==> src/pkg/dlc_pkg.sv <==
package dlc_pkg;

    // ------------------------------------------------------------
    // Register word indices; the byte address is four times the index
    // ------------------------------------------------------------
    localparam logic [11:0] DLC_IDX_DEVICE_ID = 12'h000;
    localparam logic [11:0] DLC_IDX_SW_RESET = 12'h004;
    localparam logic [11:0] DLC_IDX_MONITOR = 12'h005;
    localparam logic [11:0] DLC_IDX_MODE_L1 = 12'h020;
    localparam logic [11:0] DLC_IDX_MODE_L2 = 12'h120;
    localparam int DLC_ADDR_W = 14;

    // ------------------------------------------------------------
    // Field positions
    // ------------------------------------------------------------
    localparam int DLC_MODE_STD_BIT = 0;
    localparam int DLC_MODE_FM_LO = 1;
    localparam int DLC_MODE_VAR_BIT = 3;
    localparam int DLC_MON_EN_BIT = 0;
    localparam int DLC_MON_TX_BIT = 3;

    // ------------------------------------------------------------
    // Reset values and identity
    // ------------------------------------------------------------
    localparam logic [3:0] DLC_MODE_RESET = 4'h0;
    localparam logic [1:0] DLC_MON_RESET = 2'h0;
    // Part and revision codes are arbitrary values
    localparam logic [3:0] DLC_PART_CODE = 4'ha;
    localparam logic [3:0] DLC_REV_CODE = 4'h3;

    // ------------------------------------------------------------
    // Decoded per-link mode and monitor path
    // ------------------------------------------------------------
    typedef enum logic [2:0] {
        DLC_STD_E1 = 3'b001,
        DLC_STD_T1 = 3'b010,
        DLC_STD_J1 = 3'b100
    } dlc_std_t;

    typedef enum logic [3:0] {
        DLC_FMT_SF = 4'b0001,
        DLC_FMT_ESF = 4'b0010,
        DLC_FMT_DM = 4'b0100,
        DLC_FMT_SLC = 4'b1000
    } dlc_fmt_t;

    typedef enum logic [2:0] {
        DLC_MON_NONE = 3'b001,
        DLC_MON_RX2 = 3'b010,
        DLC_MON_TX2 = 3'b100
    } dlc_mon_t;

    typedef struct packed {
        dlc_std_t std;
        dlc_fmt_t fmt;
        logic fmt_err;
    } dlc_link_cfg_t;

endpackage

==> src/verilog/dlc_global_cfg.sv <==
// The APB interface to the registers was decided locally.
`timescale 1ns/1ns
`default_nettype none

// Operation
// - Per link, standard bit 0 selects E1, 1 selects NORTH_AMERICAN_OR_JAPANESE_VARIANT.
// - In NORTH_AMERICAN_OR_JAPANESE_VARIANT, variant bit 0 is T1, 1 is J1; ignored in E1.
// - Framing field 00 SF, 01 ESF, 10 DM, 11 SLC-96 in NORTH_AMERICAN_OR_JAPANESE_VARIANT.
// - DM and SLC-96 only valid for T1; flagged if programmed under J1.
// - Single-address registers are global; paired ones are per link.
// - Fixed read-only 8-bit identity: part nibble high, revision low.
// - Any write to the reset register triggers software reset while the oscillator is present.
// - Software reset restores defaults except the mode registers.
// - Monitor code 01 watches link 2 receiver, 11 link 2 transmitter.
// - Monitor bit0 low means no path is monitored.
module dlc_global_cfg (
    // Clock and reset
    input wire logic clk_i,
    input wire logic rst_i,
    // APB slave
    input wire logic psel_i,
    input wire logic penable_i,
    input wire logic pwrite_i,
    input wire logic [dlc_pkg::DLC_ADDR_W-1:0] paddr_i,
    input wire logic [31:0] pwdata_i,
    output logic [31:0] prdata_o,
    output logic pready_o,
    output logic pslverr_o,
    // Oscillator presence
    input wire logic osc_present_i,
    // Link configuration and software reset pulse
    output dlc_pkg::dlc_link_cfg_t link1_cfg_o,
    output dlc_pkg::dlc_link_cfg_t link2_cfg_o,
    output logic sw_reset_o,
    // Monitor path of link 2
    output dlc_pkg::dlc_mon_t monitor_path_o
);
    import dlc_pkg::*;

    // ------------------------------------------------------------
    // Decode
    // ------------------------------------------------------------
    logic [11:0] idx;
    logic word_ok;
    logic hit_id;
    logic hit_rst;
    logic hit_mon;
    logic hit_m1;
    logic hit_m2;
    logic mapped;
    logic setup;
    logic wr_go;
    logic [31:0] rdata_d;
    // Write strobes and write data fields
    logic wr_mode1;
    logic wr_mode2;
    logic wr_mon;
    logic wr_rst;
    logic swrst_req;
    logic [3:0] wd_mode;
    logic [1:0] wd_mon;
    // Error terms
    logic addr_bad;
    logic wr_to_ro;
    logic rd_of_wo;
    logic err_d;
    // Read words and their one-hot select
    logic [31:0] rd_id_w;
    logic [31:0] rd_mon_w;
    logic [31:0] rd_m1_w;
    logic [31:0] rd_m2_w;
    logic [3:0] rd_sel;

    // Word index from byte address
    assign idx = paddr_i[DLC_ADDR_W-1:2];
    assign word_ok = (paddr_i[1:0] == 2'h0);
    assign hit_id = word_ok && (idx == DLC_IDX_DEVICE_ID);
    assign hit_rst = word_ok && (idx == DLC_IDX_SW_RESET);
    assign hit_mon = word_ok && (idx == DLC_IDX_MONITOR);
    assign hit_m1 = word_ok && (idx == DLC_IDX_MODE_L1);
    assign hit_m2 = word_ok && (idx == DLC_IDX_MODE_L2);
    assign mapped = hit_id | hit_rst | hit_mon | hit_m1 | hit_m2;
    assign setup = psel_i && !penable_i;
    // Write commits in the access cycle with pready high
    assign wr_go = psel_i && penable_i && pready_o && pwrite_i && mapped;

    // ------------------------------------------------------------
    // Write strobes and write data fields
    // ------------------------------------------------------------
    // One strobe per writable register, none for the identity, all on the commit edge
    assign wr_mode1 = wr_go && hit_m1;
    assign wr_mode2 = wr_go && hit_m2;
    assign wr_mon = wr_go && hit_mon;
    assign wr_rst = wr_go && hit_rst;
    // Reset request is dropped while the oscillator is absent
    assign swrst_req = wr_rst && osc_present_i;
    // Only the defined bits are kept
    assign wd_mode = pwdata_i[3:0];
    assign wd_mon = {pwdata_i[DLC_MON_TX_BIT], pwdata_i[DLC_MON_EN_BIT]};

    // ------------------------------------------------------------
    // Error decode
    // ------------------------------------------------------------
    // Unmapped or misaligned, write to identity, read of trigger
    assign addr_bad = !mapped;
    assign wr_to_ro = pwrite_i && hit_id;
    assign rd_of_wo = !pwrite_i && hit_rst;
    assign err_d = addr_bad || wr_to_ro || rd_of_wo;

    // ------------------------------------------------------------
    // Bus phase tracking
    // ------------------------------------------------------------
    typedef enum logic [2:0] {
        PH_IDLE = 3'b001,
        PH_SETUP = 3'b010,
        PH_ACCESS = 3'b100
    } dlc_phase_t;

    dlc_phase_t phase_q;
    dlc_phase_t phase_d;

    // Phase seen at each edge; an access with no setup gets no answer
    always_comb begin
        phase_d = PH_IDLE;
        case (phase_q)
            PH_IDLE: begin
                if (setup) begin
                    phase_d = PH_SETUP;
                end
            end
            PH_SETUP: begin
                if (psel_i && penable_i) begin
                    phase_d = PH_ACCESS;
                end else if (setup) begin
                    phase_d = PH_SETUP;
                end
            end
            PH_ACCESS: begin
                if (setup) begin
                    phase_d = PH_SETUP;
                end else if (psel_i && penable_i) begin
                    phase_d = PH_ACCESS;
                end
            end
            default: begin
                phase_d = PH_IDLE;
            end
        endcase
    end

    // Phase register
    always_ff @(posedge clk_i) begin
        if (rst_i) begin
            phase_q <= PH_IDLE;
        end else begin
            phase_q <= phase_d;
        end
    end

    // ------------------------------------------------------------
    // Registers
    // ------------------------------------------------------------
    logic [3:0] mode1_q;
    logic [3:0] mode2_q;
    logic [1:0] mon_q;
    logic swrst_q;

    // Link 1 mode, untouched by software reset
    always_ff @(posedge clk_i) begin
        if (rst_i) begin
            mode1_q <= DLC_MODE_RESET;
        end else if (wr_mode1) begin
            mode1_q <= wd_mode;
        end
    end

    // Link 2 mode, untouched by software reset
    always_ff @(posedge clk_i) begin
        if (rst_i) begin
            mode2_q <= DLC_MODE_RESET;
        end else if (wr_mode2) begin
            mode2_q <= wd_mode;
        end
    end

    // ------------------------------------------------------------
    // Software reset
    // ------------------------------------------------------------
    // One-cycle pulse on a write to the trigger while the oscillator is present, data ignored
    always_ff @(posedge clk_i) begin
        if (rst_i) begin
            swrst_q <= 1'b0;
        end else begin
            swrst_q <= swrst_req;
        end
    end

    // ------------------------------------------------------------
    // Monitor select
    // ------------------------------------------------------------
    // Cleared by either reset; the clear beats a write in the same cycle
    always_ff @(posedge clk_i) begin
        if (rst_i || swrst_q) begin
            mon_q <= DLC_MON_RESET;
        end else if (wr_mon) begin
            mon_q <= wd_mon;
        end
    end

    // ------------------------------------------------------------
    // Monitor path output
    // ------------------------------------------------------------
    dlc_mon_t mon_path_d;

    // Bit 0 enables monitoring, bit 3 picks transmitter over receiver
    always_comb begin
        mon_path_d = DLC_MON_NONE;
        case (mon_q)
            2'b01: begin
                mon_path_d = DLC_MON_RX2;
            end
            2'b11: begin
                mon_path_d = DLC_MON_TX2;
            end
            2'b00: begin
                mon_path_d = DLC_MON_NONE;
            end
            2'b10: begin
                mon_path_d = DLC_MON_NONE;
            end
            default: begin
                mon_path_d = DLC_MON_NONE;
            end
        endcase
    end

    // Registered monitor path
    always_ff @(posedge clk_i) begin
        if (rst_i) begin
            monitor_path_o <= DLC_MON_NONE;
        end else begin
            monitor_path_o <= mon_path_d;
        end
    end

    // ------------------------------------------------------------
    // Software reset pulse out
    // ------------------------------------------------------------
    // Delayed copy of the internal pulse
    always_ff @(posedge clk_i) begin
        if (rst_i) begin
            sw_reset_o <= 1'b0;
        end else begin
            sw_reset_o <= swrst_q;
        end
    end

    // ------------------------------------------------------------
    // Per-link decoders
    // ------------------------------------------------------------
    dlc_link_decode u_link1 (
        .clk_i(clk_i),
        .rst_i(rst_i),
        .mode_i(mode1_q),
        .cfg_o(link1_cfg_o)
    );

    dlc_link_decode u_link2 (
        .clk_i(clk_i),
        .rst_i(rst_i),
        .mode_i(mode2_q),
        .cfg_o(link2_cfg_o)
    );

    // ------------------------------------------------------------
    // APB read and answer
    // ------------------------------------------------------------
    // Per-register read words, reserved bits zero
    assign rd_id_w = {24'h00_0000, DLC_PART_CODE, DLC_REV_CODE};
    assign rd_mon_w = {28'h000_0000, mon_q[1], 2'h0, mon_q[0]};
    assign rd_m1_w = {28'h000_0000, mode1_q};
    assign rd_m2_w = {28'h000_0000, mode2_q};
    // One-hot read select; the trigger reads as zero
    assign rd_sel = {hit_m2, hit_m1, hit_mon, hit_id};

    // Read mux
    always_comb begin
        rdata_d = 32'h0000_0000;
        case (rd_sel)
            4'h1: begin
                rdata_d = rd_id_w;
            end
            4'h2: begin
                rdata_d = rd_mon_w;
            end
            4'h4: begin
                rdata_d = rd_m1_w;
            end
            4'h8: begin
                rdata_d = rd_m2_w;
            end
            default: begin
                rdata_d = 32'h0000_0000;
            end
        endcase
    end

    // ------------------------------------------------------------
    // Bus answer
    // ------------------------------------------------------------
    // Ready in the first access cycle, never later
    always_ff @(posedge clk_i) begin
        if (rst_i) begin
            pready_o <= 1'b0;
        end else begin
            pready_o <= (phase_d == PH_SETUP);
        end
    end

    // Error flag, judged in the setup cycle
    always_ff @(posedge clk_i) begin
        if (rst_i) begin
            pslverr_o <= 1'b0;
        end else begin
            pslverr_o <= setup && err_d;
        end
    end

    // Read data stands only with ready, zero otherwise
    always_ff @(posedge clk_i) begin
        if (rst_i) begin
            prdata_o <= 32'h0000_0000;
        end else if (setup && !pwrite_i) begin
            prdata_o <= rdata_d;
        end else begin
            prdata_o <= 32'h0000_0000;
        end
    end

endmodule // dlc_global_cfg

`default_nettype wire

==> src/verilog/dlc_link_decode.sv <==
`timescale 1ns/1ns
`default_nettype none

module dlc_link_decode (
    // Clock and reset
    input wire logic clk_i,
    input wire logic rst_i,
    // Raw mode bits
    input wire logic [3:0] mode_i,
    // Decoded configuration
    output dlc_pkg::dlc_link_cfg_t cfg_o
);
    import dlc_pkg::*;

    dlc_std_t std_d;
    dlc_fmt_t fmt_d;
    logic err_d;

    // Standard and format decode
    always_comb begin
        std_d = DLC_STD_E1;
        fmt_d = DLC_FMT_SF;
        err_d = 1'b0;
        if (mode_i[DLC_MODE_STD_BIT]) begin
            std_d = mode_i[DLC_MODE_VAR_BIT] ? DLC_STD_J1 : DLC_STD_T1;
            case (mode_i[DLC_MODE_FM_LO +: 2])
                2'h0: fmt_d = DLC_FMT_SF;
                2'h1: fmt_d = DLC_FMT_ESF;
                2'h2: fmt_d = DLC_FMT_DM;
                2'h3: fmt_d = DLC_FMT_SLC;
                default: fmt_d = DLC_FMT_SF;
            endcase
            // DM and SLC-96 are illegal under J1
            err_d = mode_i[DLC_MODE_VAR_BIT] & mode_i[DLC_MODE_FM_LO + 1];
        end
    end

    // Registered output
    always_ff @(posedge clk_i) begin
        if (rst_i) begin
            cfg_o <= '{std: DLC_STD_E1, fmt: DLC_FMT_SF, fmt_err: 1'b0};
        end else begin
            cfg_o <= '{std: std_d, fmt: fmt_d, fmt_err: err_d};
        end
    end

endmodule // dlc_link_decode

`default_nettype wire

==> config.mk <==
export PLATFORM = sky130hd
export DESIGN_NAME = dlc_global_cfg
export DESIGN_NICKNAME = d
export VERILOG_FILES = /design/src/pkg/dlc_pkg.sv /design/src/verilog/dlc_global_cfg.sv /design/src/verilog/dlc_link_decode.sv
export SDC_FILE = /design/constraint.sdc
export NUM_CORES = 1
export LEC_CHECK = 0
export ABC_AREA = 1
export BUFFER_PORTS_ARGS = -buffer_cell sky130_fd_sc_hd__buf_2
export CAP_MARGIN = 30
export CORE_AREA = 3 3 82 84
export DETAILED_ROUTE_END_ITERATION = 10
export DIE_AREA = 0 0 85 87
export HOLD_SLACK_MARGIN = 0.02
export PLACE_DENSITY_LB_ADDON = 0.2
export SLEW_MARGIN = 20
export SYNTH_ARGS = -nofsm -noshare
export SYNTH_HDL_FRONTEND = slang
export SYNTH_SLANG_ARGS = --single-unit
export TNS_END_PERCENT = 50
==> constraint.sdc <==
create_clock -name clk_i -period 2.4 [get_ports clk_i]
set_input_delay 0.12 -clock clk_i [delete_from_list [all_inputs] [get_ports clk_i]]
set_output_delay 0.12 -clock clk_i [all_outputs]
set_load 0.1 [all_outputs]
==> flow_metrics.py, run 1 <==
metrics = {
    "outcome": {
        "status": "complete, no violations",
    },
    "power": {
        "leakagePower_uw": 0.00110,
        "power.density_nw_per_um2": 701,
        "power_uw": 1510,
        "max-vdd-ir-drop_mv": 0.289,
    },
    "layout": {
        "drive_above_1_share": 0.252,
        "syn_to_final_growth_pct": 20.1,
        "finalNetCount": 345,
        "n_antenna_cell": 0,
        "layout_commonest_cell": "buf_2",
        "layout_common_cells": "51 x buf_2, 47 x nor2_1, 43 x nand2_1, 41 x dfxtp_1, 28 x inv_1",
    },
    "clock_tree": {
        "cts-hold-fix-buffers": 0,
        "cts_resized": 0,
        "cts_buffer_depth": 2,
        "clk_pin_slew_worst_paths_ns": 0.08,
        "insertion_delay_ns": 0.30,
        "cts_made_buffers": 5,
        "htree_levels": 2,
        "cts_setup_buffers": 0,
        "cts_tree": "built",
        "cts_sinks": 41,
        "cts_root_buf": "clkbuf_8",
    },
    "synthesis": {
        "synth_area_leaders": "dfxtp_1 46%, buf_4 11%, nor2_1 9.8%",
        "synth-seq-cells": 41,
        "synth.top_cell.area_share": 0.457,
        "postSynthCellCount": 237,
        "synth_top_area_cell": "dfxtp_1",
        "synthAdderAreaFrac": 0,
        "yosys.area_share.xor_xnor": 0,
        "muxShareOfSynthArea": 0,
        "synth_warnings": 0,
        "synth_top_family_by_area": "simple AND/OR/NAND/NOR gates",
        "synth_compound_area_frac": 0.0474,
        "ys_seq_area_frac": 0.457,
        "synthSimpleGateAreaFrac": 0.312,
        "syn_area_um2": 1800,
        "avgSynthCellArea_um2": 7.58,
        "yosysUniqueCellTypes": 22,
    },
    "critical_path": {
        "crit_chain": "buf_2",
        "start_kind": "flip-flop",
        "critPathTopFamily": "buffers and inverters",
        "cp.required_ns": 2.28,
        "critPathMaxFanout": 2,
        "cp_num_buf_inv": 1,
        "slowest_delay_ns": 0.43,
        "worstSetupPathType": "flip-flop to primary output",
        "end_kind": "primary output",
        "critPathSlowestCell": "buf_2",
        "arrival_ns": 1.08,
    },
    "placed_design": {
        "port_buffers": 51,
        "dp_hpwl_mm": 2.98,
        "finalWeightedCongestion": 0.725,
    },
    "timing": {
        "maxSlewViolCount": 0,
        "max_freq_ghz": 0.831,
        "setup_tns_ns": 0,
        "setup_viol": 0,
        "fin_skew_ns": 0.0101,
        "grt_setup_unrepaired": "no",
        "finalCritPeriodShare": 0.501,
        "hold_viol": 0,
        "period_minus_slack_ns": 1.20,
    },
    "route": {
        "routed_wl_mm": 3.69,
        "drc": 0,
        "detail_route.vias_per_cell": 4.02,
        "drt_iter0_markers": 59,
        "vias": 1483,
        "drt_first_pass_iters": 4,
        "post_drt_wl_per_cell_um": 10.0,
        "antenna_left": 0,
    },
    "global_routing": {
        "grt_use_total": 0.101,
        "grt-ovfl-total": 0,
        "grt_pass1_vias": 1341,
        "grt_max_degree": 14,
        "grt_pass1_wl_mm": 6.02,
        "grt_antenna_before_repair": 0,
    },
    "floorplanning": {
        "die_h_um": 87,
        "start_util": 0.300,
        "io_pins": 106,
        "die_w_um": 85,
        "rows": 28,
        "core_area_um2": 5990,
        "dieArea_um2": 7400,
    },
    "hold_path": {
        "worstHoldPathType": "input pin to flip-flop",
    },
    "flow_run": {
        "maxCapViolCount": 0,
    },
}
per-layer routing:
layer / share of wire / vias to the layer above / global-route usage
met3: 0.069 / 3 / 0.0293
li1: - / 794 / -
met4: 0.0076 / 0 / 0.0345
met2: 0.48 / 48 / 0.172
met1: 0.44 / 638 / 0.122
met5: 0 / - / 0
path summary, 6_finish.rpt:
check / endpoint / start / cells past startpoint / slack (ns)
max: pready_o / pready_o / 1 / 1.20
min: swrst_q / osc_present_i / 3 / 0.07
max reg2reg: mode2_q[0] / pready_o / 6 / 1.33
min reg2reg: u_link2.cfg_o[6] / mode2_q[3] / 1 / 0.41
flip-flops by register name, summed over array words and instances, names as in the netlist, 2 cells and up:
name	cells
u_link2.cfg_o	8
mode2_q	4
phase_q	3
prdata_o	5
mon_q	2
mode1_q	4
monitor_path_o	3
u_link1.cfg_o	8
power by group:
part / internal, uW / total, uW / leakage, uW / switching [uW]
sequential: 682 / 684 / 0.000331 / 1.31
combinational: 23.9 / 246 / 0.000710 / 222
clock: 338 / 582 / 0.0000574 / 244
total: 1040 / 1510 / 0.00110 / 467
cell usage after synthesis, drive strengths merged:
master	n
a21oi	9
a41oi	1
buf	27
clkinv	1
conb	1
dfxtp	41
inv	32
nand2	45
nand3	5
nand3b	1
nand4	6
nor2	52
nor3	10
o21ai	5
o22ai	1
per-stage QoR:
stage	util	cell area [um^2]	setup slack (ns)	hold WS (ns)	instances
after floorplan	-	1890	0.665	0.191	262
after global placement	0.340	2040	0.993	0.376	361
after detailed placement	0.340	2040	1.00	0.371	361
after CTS	0.360	2160	1.18	0.0613	369
after global routing	0.360	2160	1.12	0.0742	369
final	0.360	2160	1.20	0.0687	369
area by class of cell:
class                           count  area, um^2
Sequential cell                    41         821
Clock buffer                        6        82.6
Fill cell                         633        3830
Tap cell                           75        93.8
Clock inverter                      2        37.5
Multi-Input combinational cell    161         743
Inverter                           33         124
Timing Repair Buffer               51         255
cell families (layout without fill, tap and decap cells):
kind of cell           count (synthesis)  after routing
AO/OA/AOI/OAI                         16             16
buffers and inverters                 60             92
flip-flops                            41             41
other                                  1             26
AND/OR/NAND/NOR                      119            119
No activity file was read; power rests on OpenSTA's default activity.
==> run 2, diff against run 1 <==
==> constraint.sdc (replaced) <==
create_clock -name clk_i -period 1.05 [get_ports clk_i]
set_input_delay 0.0525 -clock clk_i [delete_from_list [all_inputs] [get_ports clk_i]]
set_output_delay 0.0525 -clock clk_i [all_outputs]
set_load 0.1 [all_outputs]
==> flow_metrics.py, run 2 (same netlist as run 1, synthesis figures left out) <==
metrics = {
    "timing": {
        "period_minus_slack_ns": 1.07,
        "finalCritPeriodShare": 1.02,
        "max_freq_ghz": 0.933,
        "setup_slack_ns": -0.0216,
        "fin_skew_ns": 0.0106,
        "setup_viol": 5,
        "grt_setup_unrepaired": "yes",
        "maxSlewViolCount": 0,
        "hold_viol": 0,
    },
    "route": {
        "drt_first_pass_iters": 4,
        "drc": 0,
        "detail_route.vias_per_cell": 4.06,
        "routed_wl_mm": 3.75,
        "antenna_left": 0,
        "drt_iter0_markers": 47,
        "vias": 1571,
        "post_drt_wl_per_cell_um": 9.68,
    },
    "power": {
        "power_uw": 3420,
        "leakagePower_uw": 0.00129,
        "max-vdd-ir-drop_mv": 0.545,
        "power.density_nw_per_um2": 1240,
    },
    "layout": {
        "layout_commonest_cell": "nor2_1",
        "drive_above_1_share": 0.317,
        "syn_to_final_growth_pct": 53.2,
        "layout_common_cells": "46 x nor2_1, 39 x dfxtp_1, 38 x nand2_1, 28 x inv_1, 28 x buf_12",
        "finalNetCount": 363,
        "reg_top3": "u_link1.cfg_o: 8 flops, u_link2.cfg_o: 8 flops, prdata_o: 5 flops",
        "n_antenna_cell": 0,
    },
    "critical_path": {
        "critPathMaxFanout": 8,
        "critPathSlowestCell": "dfxtp_4",
        "arrival_ns": 1.26,
        "slowest_delay_ns": 0.36,
        "r2r-end": "mode1_q[3]",
        "r2r_slack_ns": -0.02,
        "worstSetupPathType": "flip-flop to flip-flop",
        "start_kind": "flip-flop",
        "reg2reg_depth": 5,
        "crit_chain": "nand2_4 > nor2_4 > nand3_4 > nor2_1 > nor2_1",
        "worst_path_most_repeated_cell": "nor2_1",
        "end_kind": "flip-flop",
        "r2r_start": "pready_o",
        "critPathTopFamily": "simple AND/OR/NAND/NOR gates",
        "cp_num_buf_inv": 0,
        "cp.required_ns": 1.24,
    },
    "floorplanning": {
        "die_h_um": 87,
        "io_pins": 106,
        "core_area_um2": 5990,
        "dieArea_um2": 7400,
        "die_w_um": 85,
        "start_util": 0.300,
        "rows": 28,
    },
    "outcome": {
        "violations": "setup timing",
        "status": "finished with violations",
    },
    "clock_tree": {
        "cts_sinks": 41,
        "insertion_delay_ns": 0.30,
        "cts_made_buffers": 5,
        "cts_buffer_depth": 2,
        "htree_levels": 2,
        "clk_pin_slew_worst_paths_ns": 0.08,
        "cts_root_buf": "clkbuf_8",
        "cts_tree": "built",
    },
    "global_routing": {
        "grt_pass1_vias": 1466,
        "grt_use_met1": 0.132,
        "grt_pass1_wl_mm": 6.27,
        "grt_use_total": 0.107,
        "met3_usage": 0.0312,
        "grt_max_degree": 15,
        "met2_usage": 0.172,
        "grt-ovfl-total": 0,
        "grt_antenna_before_repair": 0,
        "busiest_layer": "met2",
    },
    "placed_design": {
        "place_ws_ns": -0.252,
        "finalWeightedCongestion": 0.854,
        "port_buffers": 51,
        "dp_hpwl_mm": 3.06,
    },
    "hold_path": {
        "whs_endpoint": "sw_reset_o",
        "hp-start": "rst_i",
        "holdPathStages": 2,
        "worstHoldPathType": "input pin to flip-flop",
    },
    "flow_run": {
        "maxCapViolCount": 0,
    },
}
run 2: cell count changes in the layout (fill, tap and decap cells not counted), sizes merged:
cell / before / now
buf: 51 / 66
dlygate4sd3: 0 / 3
clkbuf: 6 / 5
clkinv: 1 / 2
clkinvlp: 1 / 0
inv: 32 / 33
run 2: layout make-up:
| cell class | instances | area (um^2) |
|---|---|---|
| timing repair buffer | 69 | 818 |
| clock inverter | 3 | 45.0 |
| sequential | 41 | 826 |
| multi-input combinational | 161 | 777 |
| fill | 604 | 3240 |
| inverter | 33 | 124 |
| tap | 75 | 93.8 |
| clock buffer | 5 | 68.8 |
run 2: report_power, final:
part           internal [uW]  switching (uW)
Sequential              1560            4.28
Clock                    713             544
Combinational           86.5             515
run 2: worst max path at each step:
stage / start / to / slack, ns / cells past startpoint
after global placement: paddr_i[3] / mode1_q[2] / -0.25 / 12
after detailed placement: paddr_i[3] / mode1_q[2] / -0.25 / 12
after floorplan: pready_o / mode1_q[0] / -0.15 / 5
after CTS: pready_o / mode1_q[3] / 0.007 / 5
after global routing: pready_o / mode1_q[1] / -0.11 / 6
final: pready_o / mode1_q[3] / -0.02 / 5
run 2: metrics by stage:
stage / std cells / TNS, ns / util / hold WS [ns] / instance area, um^2
CTS: 385 / 0 / 0.452 / 0.0226 / 2710
global placement: 374 / -3.05 / 0.428 / 0.303 / 2560
finish: 387 / -0.0611 / 0.459 / 0.0350 / 2750
global route: 387 / -0.957 / 0.459 / 0.0411 / 2750
detailed placement: 374 / -3.32 / 0.428 / 0.302 / 2560
floorplan: 262 / -1.49 / - / 0.124 / 1900
run 2: what timing repair did:
item / CTS / global route
gates resized for setup: 0 / 9
pin swaps: 1 / 5
hold endpoints to repair: 5 / 0
hold buffers: 3 / 0
buffers inserted: 0 / 2
endpoints found under the setup margin: 5 / 15
run 2: layer usage:
| layer | up-vias | share of wire |
|---|---|---|
| li1 | 826 | - |
| met1 | 691 | 0.44 |
| met2 | 48 | 0.47 |
| met3 | 6 | 0.071 |
| met4 | 0 | 0.016 |
| met5 | - | 0 |
